`config.mk`:
```
export PLATFORM = sky130hd
export DESIGN_NAME = iptc_top
export DESIGN_NICKNAME = d
export VERILOG_FILES = /design/src/rtl/iptc_pkg.sv /design/src/rtl/iptc_top.sv
export VERILOG_INCLUDE_DIRS = /design/src /design/src/rtl
export SDC_FILE = /design/constraint.sdc
export NUM_CORES = 1
export LEC_CHECK = 0
export ABC_AREA = 1
export BUFFER_PORTS_ARGS = -buffer_cell sky130_fd_sc_hd__buf_4
export CAP_MARGIN = 20
export CORE_ASPECT_RATIO = 1.2
export CORE_MARGIN = 1
export CORE_UTILIZATION = 40
export DETAILED_ROUTE_END_ITERATION = 7
export GPL_ROUTABILITY_DRIVEN = 1
export PLACE_DENSITY_LB_ADDON = 0.12
export SETUP_SLACK_MARGIN = 0.5
export SYNTH_ARGS = -nofsm -noshare
export SYNTH_HDL_FRONTEND = slang
export SYNTH_SLANG_ARGS = --single-unit
```
`constraint.sdc`:
```
create_clock -name i_clk -period 26.8 [get_ports i_clk]
set_clock_uncertainty 0.05 [all_clocks]
set_input_delay 5.36 -clock i_clk [delete_from_list [all_inputs] [get_ports i_clk]]
set_output_delay 5.36 -clock i_clk [all_outputs]
set_load 0.02 [all_outputs]
```
`src/rtl/iptc_map.svh`:
```
// Register offsets, field positions, reset values and constant codes of the priority controller.
`ifndef IPTC_MAP_SVH
`define IPTC_MAP_SVH

// Word indexes; the byte address is four times the index.
`define IPTC_IDX_CTRL 6'h00
`define IPTC_IDX_STATUS 6'h01
`define IPTC_IDX_CAUSE 6'h02
`define IPTC_IDX_FLAG0 6'h04
`define IPTC_IDX_FLAG3 6'h07
`define IPTC_IDX_ENAB0 6'h08
`define IPTC_IDX_ENAB3 6'h0B
`define IPTC_IDX_PRIO0 6'h10
`define IPTC_IDX_PRIO13 6'h1D

// Control register fields.
`define IPTC_CTRL_NEST_BIT 0
`define IPTC_CTRL_LVL_LSB 4

// Reset cause bits.
`define IPTC_CAUSE_WDT 0
`define IPTC_CAUSE_UNINIT 1
`define IPTC_CAUSE_ILLEGAL 2
`define IPTC_CAUSE_LOCKOUT 3
`define IPTC_CAUSE_BROWNOUT 4

// Source map: reserved numbers and everything above 53 are set here.
`define IPTC_RSVD_MASK 64'hFFFF_E64F_C306_0000
`define IPTC_NUM_SRC 54
`define IPTC_VEC_OFS 8'h08
`define IPTC_ADDR_ERR_IDX 3'h4
`define IPTC_PRIO_RST 3'h0
`define IPTC_RESET_PC 24'h00_0000

`endif

```
`src/rtl/iptc_pkg.sv`:
```
// Types shared by the interrupt priority and trap controller.
package iptc_pkg;

   // Sequencer states, one-hot.
   typedef enum logic [2:0] {
      ST_IDLE  = 3'b001,
      ST_OFFER = 3'b010,
      ST_RESET = 3'b100
   } iptc_state_t;

   // Request presented to the core.
   typedef struct packed {
      logic valid;
      logic is_trap;
      logic [3:0] level;
      logic [7:0] vector;
   } iptc_take_t;

endpackage

```
`src/rtl/iptc_top.sv`:
```
// Interrupt priority resolver, trap arbiter and reset source collector with a Wishbone slave.
//
// Summary of operation
// Each priority nibble holds a 3-bit field; nibble bit 3 reads zero.
// Priority 0 is lowest, 7 is highest.
// Interrupt number only breaks ties among equal-priority pending requests.
// Lower interrupt number wins a tie; 0 beats all, 53 loses.
// Vector number equals interrupt number plus eight.
// Listed reserved numbers have no source; others have one request line.
// Reset bypasses arbitration entirely.
// On reset the core restarts fetching at address zero.
// Watchdog expiry causes a device reset.
// Uninitialised pointer register use causes a device reset.
// Executed unused opcode resets; flushed illegal opcode does not.
// Simultaneous trap conditions cause a full reset, not a trap.
// Traps are non-maskable with fixed, unchangeable priority.
// Taking an invalid vector raises the address error trap.
// Software points unused trap vectors at a reset-only handler.
// Trapping instruction completes before trap processing starts.
// Traps use levels 8 to 15, so level MSB is set.
// Level 7 outside traps blocks interrupts but not traps.
// Traps may nest inside other traps.
// Flags set on events regardless of enable; software clears them.
// A source at priority 0 never interrupts.
// Interrupt taken only when priority strictly exceeds current level.
// Nesting disable blocks new interrupts in service and locks level bits.
// Reserved request lines are forced inactive.
`include "iptc_map.svh"
module iptc_top (
   // Clock and reset.
   input wire logic i_clk,
   input wire logic i_nrst,
   // Wishbone classic slave.
   input wire logic i_wb_cyc,
   input wire logic i_wb_stb,
   input wire logic i_wb_we,
   input wire logic [7:0] i_wb_adr,
   input wire logic [3:0] i_wb_sel,
   input wire logic [31:0] i_wb_dat,
   output logic [31:0] o_wb_dat,
   output logic o_wb_ack,
   // Peripheral and external request events.
   input wire logic [53:0] i_src_event,
   // Core handshake.
   input wire logic i_insn_done,
   input wire logic i_take_ack,
   input wire logic i_return,
   input wire logic [3:0] i_return_level,
   output iptc_pkg::iptc_take_t o_take,
   output logic [3:0] o_cpu_priority_level,
   // Trap conditions, bit i is the trap at level 8 plus i.
   input wire logic [7:0] i_trap_event,
   input wire logic i_vector_invalid,
   // Reset sources and the device reset request.
   input wire logic i_wdt_expire,
   input wire logic i_uninit_w_ptr,
   input wire logic i_illegal_exec,
   input wire logic i_flow_flush,
   input wire logic i_brownout_reset,
   output logic o_dev_reset,
   output logic [23:0] o_reset_pc
);

   // State.
   iptc_pkg::iptc_state_t state_ff;
   iptc_pkg::iptc_state_t nxt_state;
   iptc_pkg::iptc_take_t take_ff;
   iptc_pkg::iptc_take_t nxt_take;
   logic [63:0] flag_ff;
   logic [63:0] enab_ff;
   logic [2:0] prio_ff [0:53];
   logic [3:0] level_ff;
   logic [3:0] depth_ff;
   logic nest_dis_ff;
   logic [7:0] trap_pend_ff;
   logic [4:0] cause_ff;
   logic ack_ff;
   logic [31:0] rdat_ff;
   logic dev_reset_ff;

   // Bus decode.
   wire logic wb_hit = i_wb_cyc & i_wb_stb & ~ack_ff;
   wire logic wb_wr = wb_hit & i_wb_we;
   wire logic [5:0] widx = i_wb_adr[7:2];
   wire logic [15:0] wmask = {{8{i_wb_sel[1]}}, {8{i_wb_sel[0]}}};
   wire logic [15:0] wbits = i_wb_dat[15:0] & wmask;
   wire logic wr_ctrl = wb_wr & (widx == `IPTC_IDX_CTRL);
   wire logic wr_cause = wb_wr & (widx == `IPTC_IDX_CAUSE);
   wire logic wr_flag = wb_wr & (widx >= `IPTC_IDX_FLAG0) & (widx <= `IPTC_IDX_FLAG3);
   wire logic wr_enab = wb_wr & (widx >= `IPTC_IDX_ENAB0) & (widx <= `IPTC_IDX_ENAB3);
   wire logic wr_prio = wb_wr & (widx >= `IPTC_IDX_PRIO0) & (widx <= `IPTC_IDX_PRIO13);
   wire logic [1:0] wslot = widx[1:0];
   wire logic [3:0] prio_reg = 4'(widx - `IPTC_IDX_PRIO0);

   // Source validity: reserved numbers can never be pending.
   wire logic [63:0] src_valid = ~`IPTC_RSVD_MASK;
   wire logic [63:0] src_set = {10'h000, i_src_event} & src_valid;

   // Reset sources, gathered into one device reset request.
   wire logic [7:0] trap_new = i_trap_event
      | ({7'h00, i_vector_invalid} << `IPTC_ADDR_ERR_IDX);
   wire logic trap_multi = (trap_new & (trap_new - 8'h01)) != 8'h00;
   wire logic illegal_hit = i_illegal_exec & ~i_flow_flush;
   wire logic [4:0] cause_set = {i_brownout_reset, trap_multi, illegal_hit,
                                 i_uninit_w_ptr, i_wdt_expire}; // see R9 see R10
   wire logic soft_rst = |cause_set;

   // Software write masks for the clear-on-one flag words and the enable words.
   logic [63:0] flag_clr;
   logic [63:0] enab_wval;
   logic [63:0] enab_wmsk;
   always_comb begin
      flag_clr = 64'h0000_0000_0000_0000;
      enab_wval = 64'h0000_0000_0000_0000;
      enab_wmsk = 64'h0000_0000_0000_0000;
      if (wr_flag) begin
         flag_clr[16*wslot +: 16] = wbits;
      end
      if (wr_enab) begin
         enab_wval[16*wslot +: 16] = i_wb_dat[15:0];
         enab_wmsk[16*wslot +: 16] = wmask;
      end
   end

   // Interrupt arbitration over all sources.
   // A plain scan from 53 downward lets an equal priority at a lower number overwrite,
   // which gives the tie-break without a second comparator tree.
   wire logic [63:0] cand = flag_ff & enab_ff & src_valid;
   logic [5:0] best_num;
   logic [2:0] best_prio;
   logic best_found;
   always_comb begin
      best_num = 6'h00;
      best_prio = 3'h0;
      best_found = 1'b0;
      for (int n = 53; n >= 0; n--) begin
         if (cand[n] && prio_ff[n] != 3'h0 && prio_ff[n] >= best_prio) begin // see R2
            best_num = 6'(n); // see R3
            best_prio = prio_ff[n];
            best_found = 1'b1;
         end
      end
   end
   wire logic nest_block = nest_dis_ff & (depth_ff != 4'h0);
   wire logic irq_ok = best_found & ({1'b0, best_prio} > level_ff) & ~nest_block; // see R22

   // Trap arbitration: the highest pending level wins, nothing can mask it.
   logic [2:0] trap_idx;
   always_comb begin
      trap_idx = 3'h0;
      for (int n = 0; n < 8; n++) begin
         if (trap_pend_ff[n]) begin
            trap_idx = 3'(n);
         end
      end
   end
   wire logic trap_any = |trap_pend_ff;
   wire logic [3:0] trap_level = {1'b1, trap_idx};
   wire logic trap_ok = trap_any & (trap_level > level_ff);

   // Candidate request for the core; traps outrank every interrupt.
   always_comb begin
      nxt_take = '0;
      if (trap_ok) begin
         nxt_take.valid = 1'b1;
         nxt_take.is_trap = 1'b1;
         nxt_take.level = trap_level;
         nxt_take.vector = {5'h00, trap_idx};
      end else if (irq_ok) begin
         nxt_take.valid = 1'b1;
         nxt_take.level = {1'b0, best_prio};
         nxt_take.vector = {2'h0, best_num} + `IPTC_VEC_OFS;
      end
   end

   // Sequencer. Offers start only at an instruction boundary so a trapping
   // instruction has completed; once offered the choice tracks the live winner.
   wire logic take_done = (state_ff == iptc_pkg::ST_OFFER) & take_ff.valid & i_take_ack;
   always_comb begin
      nxt_state = state_ff;
      unique case (state_ff)
         iptc_pkg::ST_IDLE: begin
            if (i_insn_done && nxt_take.valid) begin
               nxt_state = iptc_pkg::ST_OFFER;
            end
         end
         iptc_pkg::ST_OFFER: begin
            if (take_done || !nxt_take.valid) begin
               nxt_state = iptc_pkg::ST_IDLE;
            end
         end
         iptc_pkg::ST_RESET: begin
            nxt_state = iptc_pkg::ST_IDLE;
         end
         default: begin
            nxt_state = iptc_pkg::ST_RESET;
         end
      endcase
      if (soft_rst) begin
         nxt_state = iptc_pkg::ST_RESET;
      end
   end

   // State register and the presented request. A reset never passes arbitration.
   always_ff @(posedge i_clk or negedge i_nrst) begin
      if (!i_nrst) begin
         state_ff <= iptc_pkg::ST_RESET;
         take_ff <= '0;
      end else begin
         state_ff <= nxt_state;
         take_ff <= (nxt_state == iptc_pkg::ST_OFFER) && !take_done ? nxt_take : '0;
      end
   end

   // Request flags: an event wins over a clear in the same cycle.
   always_ff @(posedge i_clk or negedge i_nrst) begin
      if (!i_nrst) begin
         flag_ff <= 64'h0000_0000_0000_0000;
      end else if (soft_rst) begin
         flag_ff <= 64'h0000_0000_0000_0000;
      end else begin
         flag_ff <= (flag_ff & ~flag_clr) | src_set;
      end
   end

   // Enable bits, written per byte lane.
   always_ff @(posedge i_clk or negedge i_nrst) begin
      if (!i_nrst) begin
         enab_ff <= 64'h0000_0000_0000_0000;
      end else if (soft_rst) begin
         enab_ff <= 64'h0000_0000_0000_0000;
      end else begin
         enab_ff <= ((enab_ff & ~enab_wmsk) | (enab_wval & enab_wmsk)) & src_valid;
      end
   end

   // Priority fields, one small register per source.
   for (genvar n = 0; n < `IPTC_NUM_SRC; n++) begin : g_prio
      wire logic lane_on = (n % 4 < 2) ? i_wb_sel[0] : i_wb_sel[1];
      wire logic hit = wr_prio & (prio_reg == 4'(n / 4)) & lane_on;
      always_ff @(posedge i_clk or negedge i_nrst) begin
         if (!i_nrst) begin
            prio_ff[n] <= `IPTC_PRIO_RST;
         end else if (soft_rst) begin
            prio_ff[n] <= `IPTC_PRIO_RST;
         end else if (hit) begin
            prio_ff[n] <= i_wb_dat[4*(n%4) +: 3];
         end
      end
   end

   // Control: nesting disable, and the low level bits unless locked.
   always_ff @(posedge i_clk or negedge i_nrst) begin
      if (!i_nrst) begin
         nest_dis_ff <= 1'b0;
      end else if (soft_rst) begin
         nest_dis_ff <= 1'b0;
      end else if (wr_ctrl && i_wb_sel[0]) begin
         nest_dis_ff <= i_wb_dat[`IPTC_CTRL_NEST_BIT];
      end
   end

   // Current level and service depth. Software may only touch bits 2:0, so it
   // can never clear the trap marker while a trap runs.
   wire logic lvl_wr = wr_ctrl & i_wb_sel[0] & ~nest_dis_ff;
   always_ff @(posedge i_clk or negedge i_nrst) begin
      if (!i_nrst) begin
         level_ff <= 4'h0;
         depth_ff <= 4'h0;
      end else if (soft_rst) begin
         level_ff <= 4'h0;
         depth_ff <= 4'h0;
      end else if (take_done) begin
         level_ff <= take_ff.level;
         depth_ff <= (depth_ff == 4'hF) ? depth_ff : depth_ff + 4'h1;
      end else if (i_return) begin
         level_ff <= i_return_level;
         depth_ff <= (depth_ff == 4'h0) ? depth_ff : depth_ff - 4'h1;
      end else if (lvl_wr) begin
         level_ff <= {level_ff[3], i_wb_dat[`IPTC_CTRL_LVL_LSB +: 3]};
      end
   end

   // Pending traps: new conditions win over the clear from a taken trap.
   // Several at once are a lockout and become a reset instead.
   wire logic [7:0] trap_clr = take_done && take_ff.is_trap ?
      (8'h01 << take_ff.vector[2:0]) : 8'h00;
   always_ff @(posedge i_clk or negedge i_nrst) begin
      if (!i_nrst) begin
         trap_pend_ff <= 8'h00;
      end else if (soft_rst) begin
         trap_pend_ff <= 8'h00;
      end else begin
         trap_pend_ff <= (trap_pend_ff & ~trap_clr) | trap_new;
      end
   end

   // Reset cause: sticky, survives the device reset, write one to clear.
   always_ff @(posedge i_clk or negedge i_nrst) begin
      if (!i_nrst) begin
         cause_ff <= 5'h00;
      end else begin
         cause_ff <= (cause_ff & ~(wr_cause ? wbits[4:0] : 5'h00)) | cause_set;
      end
   end

   // Device reset pulse; the core restarts its fetch at the reset address.
   always_ff @(posedge i_clk or negedge i_nrst) begin
      if (!i_nrst) begin
         dev_reset_ff <= 1'b0;
      end else begin
         dev_reset_ff <= soft_rst; // see R9 see R10
      end
   end

   // Read data selection.
   logic [31:0] rsel;
   always_comb begin
      rsel = 32'h0000_0000;
      if (widx == `IPTC_IDX_CTRL) begin
         rsel[`IPTC_CTRL_NEST_BIT] = nest_dis_ff;
         rsel[`IPTC_CTRL_LVL_LSB +: 4] = level_ff;
      end else if (widx == `IPTC_IDX_STATUS) begin
         rsel[15:0] = {take_ff.vector, take_ff.valid, take_ff.is_trap, 2'h0, depth_ff};
         rsel[19:16] = level_ff;
      end else if (widx == `IPTC_IDX_CAUSE) begin
         rsel[4:0] = cause_ff;
      end else if (widx >= `IPTC_IDX_FLAG0 && widx <= `IPTC_IDX_FLAG3) begin
         rsel[15:0] = flag_ff[16*wslot +: 16];
      end else if (widx >= `IPTC_IDX_ENAB0 && widx <= `IPTC_IDX_ENAB3) begin
         rsel[15:0] = enab_ff[16*wslot +: 16];
      end else if (widx >= `IPTC_IDX_PRIO0 && widx <= `IPTC_IDX_PRIO13) begin
         for (int j = 0; j < 4; j++) begin
            if (32'(prio_reg) * 4 + 32'(j) < `IPTC_NUM_SRC) begin
               rsel[4*j +: 3] = prio_ff[32'(prio_reg) * 4 + 32'(j)];
            end
         end
      end
   end

   // Bus answer: one cycle after the strobe, unmapped words read zero.
   always_ff @(posedge i_clk or negedge i_nrst) begin
      if (!i_nrst) begin
         ack_ff <= 1'b0;
         rdat_ff <= 32'h0000_0000;
      end else begin
         ack_ff <= wb_hit;
         rdat_ff <= wb_hit && !i_wb_we ? rsel : 32'h0000_0000;
      end
   end

   // Outputs straight from flip-flops, except the restart address, which is a constant.
   assign o_wb_ack = ack_ff;
   assign o_wb_dat = rdat_ff;
   assign o_take = take_ff;
   assign o_cpu_priority_level = level_ff;
   assign o_dev_reset = dev_reset_ff;
   assign o_reset_pc = `IPTC_RESET_PC;

endmodule

```
# Word level (Yosys, flattened, before mapping)
# Index checks and enable logic that the tools add are counted.
# W data, S select, Z words.
classes:
  shifts: 7
  addsub: 9
  order_cmp: 48
  n_bitwise: 89
  reduce_logical: 146
  n_mux: 278
  eq_ne: 22
ops:
  columns: ["operator", "count"]
  rows:
  - ["$mux W3", 169]
  - ["$and A45 B45 Y45", 5]
  - ["$mux W6", 32]
  - ["$mux W45", 3]
  - ["$ge A33 B7 Y1 const B", 4]
  - ["$and A64 B64 Y64", 2]
  - ["$mux W64", 2]
  - ["$shiftx A64 B7 Y16", 2]
  - ["$not A7 Y33", 3]
  - ["$reduce_bool A3 Y1", 33]
  - ["$lt A32 B6 Y1 const B", 3]
  - ["$ge A3 B3 Y1", 31]
  - ["$shiftx A16 B34 Y45", 2]
  - ["$bmux W3 S6", 4]
  - ["$logic_and A1 B1 Y1", 72]
  - ["$not A64 Y64", 1]
  - ["$or A64 B45 Y64", 1]
  - ["$shift A16 B34 Y64 const A", 1]
  - ["$shiftx A16 B34 Y64", 1]
  - ["$and A1 B1 Y1", 61]
  - ["$reduce_bool A2 Y1", 28]
  - ["$not A45 Y45", 1]
  - ["$or A45 B45 Y45", 1]
  - ["$mux W1", 43]
  - ["57 further kinds", 94]
word_totals:
  out_inout_bits: 76
  in_bits: 124
  word_cells: 669
  reg_bits: 332

# Longest topological paths before layout
# Gate-level depths: netlist (run 1).
logic_depth:
  ltp_word: 110
  mapped_depth: 303
  ltp_nobuf: 303

# Worst setup path before layout (run 1)
# OpenSTA, ideal clock, no wires.
synth_path:
  kind: "reg2reg"
  start: "register enab_ff[44]"
  end: "register take_ff (netlist bit o_take[2])"
  setup_time_ns: 0.070
  path_slack_ns: -2.614
  required_ns: 26.680
  arrival_time_ns: 29.294
  synth_period_minus_slack_ns: 29.414
  n_path_buf: 1
  stages_incl_launch_ff: 275
  cell_sequence: "dfrtp_1 nand2_1 inv_1 nand3_1 ha_1 nand2_1 inv_1 nand2_1 nand2_1 nand2_2 o21ai_0 ha_1 inv_1 nand2_1 o21ai_0 inv_1 nand2_1 nand2_2 [239 not listed] a21oi_1 o211ai_1 nand2_1 inv_1 nand2_1 nand2_1 ha_1 inv_1 o21bai_1 a21oi_1 nor3_1 nand2_2 nand2_2 nand3_1 nand2_1 nand2_1 buf_6 nor2_2"
synth_between:
  elab_chain_len: 110
  elab_cells_between_ends: 179
  classes_between: "add/sub: 1; order compare: 32; eq/ne: 1; mux: 105; bitwise: 3; reduce/logical: 37"
synth_rtl:
  columns: ["item", "line_no", "source"]
  rows:
  - ["start, declared", "iptc_top.sv:70", "logic [63:0] enab_ff;"]
  - ["start signal, assigned", "iptc_top.sv:233", "enab_ff <= ((enab_ff & ~enab_wmsk) | (enab_wval & enab_wmsk)) & src_valid;"]
  - ["$and A45 B45 Y45 *", "iptc_top.sv:128", "wire logic [63:0] cand = flag_ff & enab_ff & src_valid;"]
  - ["$logic_and A1 B1 Y1 * (2 in a row)", "iptc_top.sv:137", "if (cand[n] && prio_ff[n] != 3'h0 && prio_ff[n] >= best_prio) begin"]
  - ["$mux W3", "iptc_top.sv:137", null]
  - ["$ge A3 B3 Y1", "iptc_top.sv:137", null]
  - ["$logic_and A1 B1 Y1", "iptc_top.sv:137", null]
  - ["$mux W3", "iptc_top.sv:137", null]
  - ["$ge A3 B3 Y1", "iptc_top.sv:137", null]
  - ["$logic_and A1 B1 Y1", "iptc_top.sv:137", null]
  - ["[93 not listed]", null, null]
  - ["$logic_not A1 Y1", "iptc_top.sv:188", "if (take_done || !nxt_take.valid) begin"]
  - ["$logic_or A1 B1 Y1", "iptc_top.sv:188", null]
  - ["$mux W3", "iptc_top.sv:188", null]
  - ["$pmux W3 S3", "iptc_top.sv:181", "unique case (state_ff)"]
  - ["$mux W3", "iptc_top.sv:199", "if (soft_rst) begin"]
  - ["$eq A3 B2 Y1", "iptc_top.sv:211", "take_ff <= (nxt_state == iptc_pkg::ST_OFFER) && !take_done ? nxt_take : '0;"]
  - ["$logic_and A1 B1 Y1", "iptc_top.sv:211", null]
  - ["$mux W14 *", "iptc_top.sv:211", null]
  - ["end signal, assigned", "iptc_top.sv:211", null]
  - ["end, declared", "iptc_top.sv:67", "iptc_pkg::iptc_take_t take_ff;"]
# Every way passes the cells marked *; elsewhere a longest branch is shown, timed or not.
# A chain may end at the register's enable or synchronous reset.

# Worst setup path in the final report (run 1)
layout_path:
  start: "register flag_ff[44]"
  end: "register take_ff (netlist bit o_take[0])"
layout_between:
  elab_chain_len: 110
  elab_cells_between_ends: 178
  classes_between: "add/sub: 1; order compare: 32; eq/ne: 1; mux: 104; bitwise: 3; reduce/logical: 37"
layout_rtl:
  columns: ["item", "line_no", "source"]
  rows:
  - ["start, declared", "iptc_top.sv:69", "logic [63:0] flag_ff;"]
  - ["start signal, assigned", "iptc_top.sv:222", "flag_ff <= (flag_ff & ~flag_clr) | src_set;"]
  - ["$and A45 B45 Y45 *", "iptc_top.sv:128", null]
  - ["$logic_and A1 B1 Y1 * (2 in a row)", "iptc_top.sv:137", null]
  - ["$mux W3", "iptc_top.sv:137", null]
  - ["$ge A3 B3 Y1", "iptc_top.sv:137", null]
  - ["$logic_and A1 B1 Y1", "iptc_top.sv:137", null]
  - ["$mux W3", "iptc_top.sv:137", null]
  - ["$ge A3 B3 Y1", "iptc_top.sv:137", null]
  - ["$logic_and A1 B1 Y1", "iptc_top.sv:137", null]
  - ["[93 not listed]", null, null]
  - ["$logic_not A1 Y1", "iptc_top.sv:188", null]
  - ["$logic_or A1 B1 Y1", "iptc_top.sv:188", null]
  - ["$mux W3", "iptc_top.sv:188", null]
  - ["$pmux W3 S3", "iptc_top.sv:181", null]
  - ["$mux W3", "iptc_top.sv:199", null]
  - ["$eq A3 B2 Y1", "iptc_top.sv:211", null]
  - ["$logic_and A1 B1 Y1", "iptc_top.sv:211", null]
  - ["$mux W14 *", "iptc_top.sv:211", null]
# Marks and branches as above.

==> flow_summary.yaml, run 1 <==
status:
  status: "finished with violations"
  violations: "setup timing"
synthesis:
  avgSynthCellArea_um2: 7.346
  ys_top_cells_by_area: "dfrtp_1, nand2_1, o21ai_0"
  seq_area_frac_synth_pct: 39.84
  synth.most_common_cell: "nand2_1"
  yosys.cell_types.count: 60
  yosys.area.top_type: "dfrtp_1"
  ys_warn_count: 0
  synth_ff_type: "dfrtp_1"
  syn_inst: 2711
  syn_area_mm2: 0.01991
  synth_top_area_share_pct: 39.71
  synth_edf_count: 0
  synth_common_cells: "nand2_1, inv_1, dfrtp_1, o21ai_0, nor2_1"
  synth_seq_cells: 317
  async_flop_share_pct: 100.0
timing:
  hold_viol: 0
  fin_ws_ns: -2.452
  setup_tns_ns: -31.74
  maxSlewHeadroom_pct: 23.85
  setup_viol: 13
  holdWs_ns: 0.4350
  worst_pin_slew_ns: 1.140
  period_needed_ns: 29.25
  slew_violations: 0
  max_freq_mhz: 34.19
  rsz0062_at_grt: "yes"
  post-route-period-util_pct: 109.1
setup_path:
  start_kind: "flip-flop"
  rr_endpoint: "o_take[0]"
  max_stage_delay_ns: 0.38
  arrival_ns: 29.64
  crit_type: "flip-flop to flip-flop"
  r2r_cells: 281
  endpoint_kind: "flip-flop"
  rr_startpoint: "flag_ff[44]"
  cp_max_fo: 6
  rrSetupSlack_ns: -2.45
  cp_common_cell: "nand2_2"
  worst-endpoint-required_ns: 27.19
  cpMaxStageDelayCell: "dfrtp_1"
drt:
  drt_iter0_markers: 1715
  totalWireLength_um: 80800
  wire_per_inst_um: 21.11
  dr.pass1.iters: 6
  drc: 0
  drtAntennaViolNets: 0
  viasPerCell: 5.539
  dr_total_vias: 21200
power:
  p_sw_share_pct: 25.16
  peakVddDrop_uv: 50.84
  internal_power_uw: 803.6
  switchingPower_uw: 270.2
  p_seq_share_pct: 44.6
  combPwrFrac_pct: 7.0
  p_leak_uw: 0.01227
  pwr-share-clk_pct: 48.4
  power_density_mw_per_mm2: 40.74
run:
  maxCapViolations: 0
die:
  core_area_mm2: 0.04911
  start_util_pct: 40.55
  ios: 200
  die-area_mm2: 0.05068
  die_w_um: 205.7
  dieHeight_um: 246.4
  rows: 89
cts:
  clockBufferDepth: 3
  clk_pin_slew_ns: 0.06
  cts.sinks: 317
  cts.hold.buffers_added: 0
  cts_tree: "yes"
  htree_levels: 2
  clk_latency_ns: 0.56
  cts_inserted_buffers: 35
  cts_root_buf: "clkbuf_16"
final_layout:
  fillers: 4719
  nets: 3348
  drive_gt1_share_pct: 28.21
  finalInstanceArea_mm2: 0.02636
  syn_to_final_growth_pct: 32.36
hold_path:
  min_from: "prio_ff[88]"
  whs_path_depth: 2
  min_to: "prio_ff[88]"
  hp-class: "flip-flop to flip-flop"
place:
  place_hpwl_um: 58860
  gp_congestion: 1.004
  place_area_mm2: 0.02312
  io_buffers: 120
grt:
  antenna_found_initial: 3
  grt_max_degree: 81
  first_global_vias: 20610
  track_usage_pct: 31.72
  grt-ovfl-total: 0
  grt_pass1_wl_um: 121100
==> sequential cells by signal, indices dropped and copies added (netlist names), 4 cells and up <==
register	cells
o_take	12
trap_pend_ff	8
depth_ff	4
o_cpu_priority_level	4
flag_ff	64
o_wb_dat	20
cause_ff	5
prio_ff	162
enab_ff	32
==> layout by cell type (no fill, tap or decap), types with 42 or more instances in the layout <==
cell type / n
o21ai_0: 266
buf_4: 489
nand2_1: 461
o22ai_1: 63
nor3_1: 45
nand3_2: 48
dfrtp_1: 316
a21oi_1: 154
ha_1: 42
inv_1: 339
nor2_1: 235
nand2_2: 89
nand3_1: 126
==> per-layer routing <==
metal	share of wire, %	vias up	global-route usage, %
li1	-	9903	-
met1	40	10250	39.69
met2	47	827	51.89
met3	6.7	223	5.238
met4	6.2	4	17.32
met5	0.040	-	0
==> power groups by stage <==
stage	logic, uW	registers (uW)	clock network, uW
floorplan	36.0	489	0
global placement	72.9	488	0
detailed placement	73.1	488	0
CTS	73.3	479	522
global route	80.2	479	540
finish	74.8	479	520
==> how the worst max path moves through the flow <==
stage	from	to	slack [ns]	depth (start not counted)
2_1_floorplan	prio_ff[29]	o_take[2]	-1.23	289
3_3_place_gp	flag_ff[44]	o_take[10]	-2.47	289
3_5_place_dp	flag_ff[44]	o_take[10]	-3.09	287
4_1_cts	flag_ff[44]	o_take[12]	-2.28	288
5_1_grt	flag_ff[44]	o_take[0]	-4.87	289
6_report	flag_ff[44]	o_take[0]	-2.45	281
==> critical path, delay by kind of cell, from the launching register on <==
| kind | cells | cell delay (ns) |
|---|---|---|
| simple gates | 140 | 11.21 |
| fa+ha+maj | 30 | 8.34 |
| compound gates | 51 | 5.22 |
| buf+inv | 60 | 3.93 |
| flops | 1 | 0.38 |
==> cell families (layout without fill, tap and decap cells) <==
logic type | Yosys count | count (layout) | synth area share (%)
and+or+nand+nor | 1130 | 1130 | 25.96
AOI/OAI and AO/OA | 691 | 691 | 19.89
buffers and inverters | 509 | 951 | 10.37
DFF | 317 | 317 | 39.84
adders and majority gates | 60 | 60 | 3.795
xor gates and xnor gates | 3 | 3 | 0.1320
other | 1 | 39 | 0.01883
==> metrics by stage <==
| stage | util (%) | setup slack [ns] | power [uW] | std cells |
|---|---|---|---|---|
| global placement | 47.08 | -2.469 | 561.1 | 3603 |
| finish | 53.68 | -2.452 | 1074 | 3828 |
| detailed placement | 47.08 | -3.090 | 561.2 | 3603 |
| global route | 53.67 | -4.871 | 1100 | 3827 |
| CTS | 52.25 | -2.276 | 1075 | 3789 |
| floorplan | - | -1.233 | 524.7 | 2748 |
==> cell type report <==
| cell class | count | area, um2 | share of cell area [%] |
|---|---|---|---|
| inverter | 389 | 1495 | 5.672 |
| clock buffer | 50 | 1023 | 3.883 |
| antenna | 1 | 2.502 | 0.009494 |
| timing repair buffer | 500 | 3824 | 14.51 |
| clock inverter | 12 | 190.2 | 0.7215 |
| tap | 637 | 797.0 | 3.024 |
| sequential | 317 | 7934 | 30.10 |
| multi-input combinational | 1922 | 11090 | 42.08 |
==> repair_timing <==
item | 4_1_cts | 5_1_grt
setup endpoints to repair | 13 | 13
pin swaps | 118 | 165
setup buffers | 123 | 38
resized for setup | 96 | 101
gates cloned | 1 | 0
hold endpoints to repair | 0 | 0
No activity file was read; power rests on OpenSTA's default activity.
==> run 2, diff against run 1 <==
--- a/config.mk
+++ b/config.mk
@@ -9,13 +9,15 @@
 export ABC_AREA = 1
 export BUFFER_PORTS_ARGS = -buffer_cell sky130_fd_sc_hd__buf_4
 export CAP_MARGIN = 20
-export CORE_ASPECT_RATIO = 1.2
+export CORE_ASPECT_RATIO = 2
 export CORE_MARGIN = 1
 export CORE_UTILIZATION = 40
 export DETAILED_ROUTE_END_ITERATION = 7
 export GPL_ROUTABILITY_DRIVEN = 1
 export PLACE_DENSITY_LB_ADDON = 0.12
+export REMOVE_ABC_BUFFERS = 1
 export SETUP_SLACK_MARGIN = 0.5
+export SKIP_CTS_REPAIR_TIMING = 1
 export SYNTH_ARGS = -nofsm -noshare
 export SYNTH_HDL_FRONTEND = slang
 export SYNTH_SLANG_ARGS = --single-unit
==> flow_summary.yaml, run 2 (synthesis gave the netlist of run 1 again) <==
status:
  status: "finished with violations"
  violations: "setup timing"
cts:
  clk_pin_slew_ns: 0.06
  cts_tree: "yes"
  clk_latency_ns: 0.58
  htree_levels: 2
  cts_root_buf: "clkbuf_16"
  cts_inserted_buffers: 34
  cts.sinks: 317
  clockBufferDepth: 3
drt:
  wire_per_inst_um: 23.79
  dr_total_vias: 21110
  drt_iter0_markers: 1655
  drc: 0
  totalWireLength_um: 89510
  dr.pass1.iters: 6
  viasPerCell: 5.612
  drtAntennaViolNets: 0
final_layout:
  mostFrequentLayoutCell: "nand2_1"
  top_register: "prio_ff"
  multi_input_area_mm2: 0.01097
  drive_gt1_share_pct: 25.98
  reg.largest.list: "prio_ff (162), flag_ff (64), enab_ff (32)"
  regArea_mm2: 0.007934
  final_cells: 3762
  fillers: 4862
  layout_common_cells: "nand2_1, buf_4, inv_1, dfrtp_1, o21ai_0"
  syn_to_final_growth_pct: 28.63
  largest_register_ffs: 162
  nets: 3275
  finish.utilization_pct: 52.05
place:
  dp_slack_ns: -6.219
  gp_congestion: 0.9696
  dp.cells: 3643
  place_hpwl_um: 66230
  io_buffers: 120
setup_path:
  rrSetupSlack_ns: -3.26
  max_stage_delay_ns: 0.41
  cp_num_buf_inv: 58
  start_kind: "flip-flop"
  cp_max_fo: 6
  worst-endpoint-required_ns: 27.24
  path_delay_family: "simple AND/OR/NAND/NOR gates"
  cp_common_cell: "nand2_2"
  endpoint_kind: "flip-flop"
  arrival_ns: 30.50
  crit_type: "flip-flop to flip-flop"
  cpMaxStageDelayCell: "dfrtp_1"
timing:
  maxSlewHeadroom_pct: 26.29
  fin_ws_ns: -3.257
  post-route-period-util_pct: 112.2
  period_needed_ns: 30.06
  worst_pin_slew_ns: 1.094
  hold_viol: 0
  slew_violations: 0
  setup_viol: 13
  max_freq_mhz: 33.27
  rsz0062_at_grt: "yes"
die:
  die_w_um: 159.8
  ios: 200
  dieHeight_um: 317.5
  die-area_mm2: 0.05074
  core_area_mm2: 0.04921
  rows: 115
  start_util_pct: 40.47
grt:
  grt-ovfl-total: 0
  grt_max_degree: 153
  grt_pass1_wl_um: 128600
  first_global_vias: 20640
  track_usage_pct: 34.55
  antenna_found_initial: 1
power:
  power_density_mw_per_mm2: 41.59
  p_leak_uw: 0.01187
  peakVddDrop_uv: 56.95
run:
  maxCapViolations: 0
hold_path:
  hp-class: "flip-flop to flip-flop"
-- run 2: worst paths after layout --
| check | from | endpoint | depth (start not counted) |
|---|---|---|---|
| worst max-delay path | prio_ff[28] | o_take[3] | 289 |
| worst min-delay path | prio_ff[109] | prio_ff[109] | 2 |
| worst max register to register | prio_ff[28] | o_take[3] | 289 |
| worst min register to register | prio_ff[109] | prio_ff[109] | 2 |
| max in group asynchronous | i_nrst | prio_ff[16] | 2 |
| min in group asynchronous | i_nrst | trap_pend_ff[3] | 1 |
-- run 2: stage by stage --
stage	TNS [ns]	hold WS (ns)	total power (uW)	area [um2]
after global placement	-70.31	0.4112	563.9	23100
after detailed placement	-78.91	0.4177	564.1	23100
after global routing	-69.87	0.4553	1093	25610
after floorplan	-35.02	0.3938	516.9	19450
after CTS	-80.35	0.4341	1069	24240
final	-41.81	0.4319	1065	25620
-- run 2: metal layers --
metal	wire, um	GRT usage, %
met5	13	0
met4	10230	34.29
met3	5054	4.669
met2	44490	59.35
met1	29730	35.42
-- run 2: layout make-up --
class / instances / share of cell area [%]
Clock buffer: 47 / 3.673
Sequential cell: 317 / 30.97
Inverter: 389 / 5.734
Timing Repair Buffer: 428 / 12.86
Multi-Input combinational cell: 1922 / 42.82
Tap cell: 643 / 3.141
Clock inverter: 15 / 0.7913
Antenna cell: 1 / 0.009769
-- run 2: power breakdown --
group / total, uW / internal (uW) / switching (uW)
combinational: 77.6 / 18.7 / 58.9
sequential: 479 / 479 / 0.385
clock: 508 / 288 / 220
total: 1070 / 786 / 280
-- run 2: worst min-delay path: stages, from the launching register on --
cell     delay [ns]
dfrtp_1        0.34
nand2_1        0.05
o21ai_0        0.06
==> run 3, diff against run 2 <==
--- a/config.mk
+++ b/config.mk
@@ -14,9 +14,10 @@
 export CORE_UTILIZATION = 40
 export DETAILED_ROUTE_END_ITERATION = 7
 export GPL_ROUTABILITY_DRIVEN = 1
+export HOLD_SLACK_MARGIN = 0.05
 export PLACE_DENSITY_LB_ADDON = 0.12
 export REMOVE_ABC_BUFFERS = 1
-export SETUP_SLACK_MARGIN = 0.5
+export SETUP_SLACK_MARGIN = 0.02
 export SKIP_CTS_REPAIR_TIMING = 1
 export SYNTH_ARGS = -nofsm -noshare
 export SYNTH_HDL_FRONTEND = slang
==> flow_summary.yaml, run 3 (synthesis gave the netlist of run 1 again) <==
status:
  status: "finished with violations"
  violations: "setup timing"
setup_path:
  cp_max_fo: 6
  crit_type: "flip-flop to flip-flop"
  cp_common_cell: "nand2_2"
  cpMaxStageDelayCell: "dfrtp_1"
  rr_endpoint: "o_take[10]"
  r2r_cells: 287
  rr_startpoint: "prio_ff[28]"
  arrival_ns: 30.43
  rrSetupSlack_ns: -3.19
  endpoint_kind: "flip-flop"
  worst-endpoint-required_ns: 27.24
  max_stage_delay_ns: 0.41
  start_kind: "flip-flop"
die:
  core_area_mm2: 0.04921
  ios: 200
  die_w_um: 159.8
  dieHeight_um: 317.5
  die-area_mm2: 0.05074
  start_util_pct: 40.47
  rows: 115
final_layout:
  antennaDiodeCount: 0
  syn_to_final_growth_pct: 28.71
  mostFrequentLayoutCell: "nand2_1"
  nets: 3274
  fillers: 4860
  largest_register_ffs: 162
  reg.largest.list: "prio_ff (162), flag_ff (64), enab_ff (32)"
  multi_input_area_mm2: 0.01100
  layout_common_cells: "nand2_1, buf_4, inv_1, dfrtp_1, o21ai_0"
  drive_gt1_share_pct: 26.05
  finalInstanceArea_mm2: 0.02563
  regArea_mm2: 0.007934
  top_register: "prio_ff"
grt:
  track_usage_pct: 34.55
  first_global_vias: 20640
  grt_max_degree: 153
  grt-ovfl-total: 0
  grt_pass1_wl_um: 128600
  antenna_found_initial: 1
hold_path:
  min_from: "prio_ff[109]"
  whs_path_depth: 2
  min_to: "prio_ff[109]"
  hp-class: "flip-flop to flip-flop"
drt:
  dr.pass1.iters: 5
  totalWireLength_um: 89710
  viasPerCell: 5.600
  wire_per_inst_um: 23.86
  dr_total_vias: 21060
  drc: 0
  drt_iter0_markers: 1764
  drtAntennaViolNets: 0
power:
  p_leak_uw: 0.01187
  peakVddDrop_uv: 57.22
  power_density_mw_per_mm2: 41.57
timing:
  post-route-period-util_pct: 111.9
  max_freq_mhz: 33.34
  maxSlewHeadroom_pct: 25.98
  period_needed_ns: 29.99
  slew_violations: 0
  rsz0062_at_grt: "yes"
  worst_pin_slew_ns: 1.099
  fin_ws_ns: -3.193
  setup_tns_ns: -40.93
  hold_viol: 0
  setup_viol: 13
cts:
  cts_root_buf: "clkbuf_16"
  clk_latency_ns: 0.58
  htree_levels: 2
  cts_inserted_buffers: 34
  cts_tree: "yes"
  cts.sinks: 317
  clk_pin_slew_ns: 0.07
  clockBufferDepth: 3
place:
  gp_congestion: 0.9696
  place_area_mm2: 0.02310
  place_hpwl_um: 66230
  io_buffers: 120
run:
  maxCapViolations: 0
==> run 3: cell types whose count changed in the layout (fill, tap and decap cells not counted) <==
cell	change
nand2_4	+2
o21ai_4	+1
nand2_1	-2
diode_2	-1
o21ai_1	-1
buf_4	-1
==> run 3: critical path: cells and delay by family (launching register included) <==
kind / cells / cell delay (ns)
compound gates: 56 / 5.46
fa+ha+maj: 32 / 9.01
buf+inv: 57 / 3.64
flops: 1 / 0.41
simple gates: 142 / 11.27
==> run 3: cell type report <==
cell class / count / share of cell area, %
multi-input cells: 1922 / 42.90
flip-flops and latches: 317 / 30.95
clock buffers: 47 / 3.671
repair buffers: 427 / 12.82
inverters: 389 / 5.731
clock inverters: 15 / 0.7908
well taps: 643 / 3.139
==> run 3: report_power, final <==
part	internal, uW	leakage, uW	switching, uW	total (uW)
registers	479	0.00439	0.388	479
logic	18.7	0.00692	58.8	77.5
clock network	288	0.000556	221	509
==> run 3: worst max path at each step <==
stage	startpoint	to
floorplan	enab_ff[44]	o_take[10]
global placement	flag_ff[44]	o_take[10]
detailed placement	flag_ff[44]	o_take[10]
CTS	flag_ff[44]	o_take[10]
global route	prio_ff[28]	o_take[10]
finish	prio_ff[28]	o_take[10]
==> run 3: stage by stage <==
step / power [uW] / setup slack, ns / instances / util (%) / hold slack (ns)
global route: 1093 / -5.336 / 3760 / 52.09 / 0.4553
global placement: 563.9 / -5.546 / 3643 / 46.93 / 0.4112
detailed placement: 564.1 / -6.219 / 3643 / 46.93 / 0.4177
floorplan: 516.9 / -2.765 / 2628 / - / 0.3938
CTS: 1069 / -6.331 / 3705 / 49.26 / 0.4341
finish: 1065 / -3.193 / 3760 / 52.09 / 0.4333
==> run 3: routing by layer <==
layer / part of all wire [%] / wire length, um / track usage (%)
met5: 0.014 / 13 / 0
met4: 11 / 10080 / 34.29
met3: 5.5 / 4910 / 4.669
met2: 50 / 44610 / 59.35
met1: 34 / 30090 / 35.42
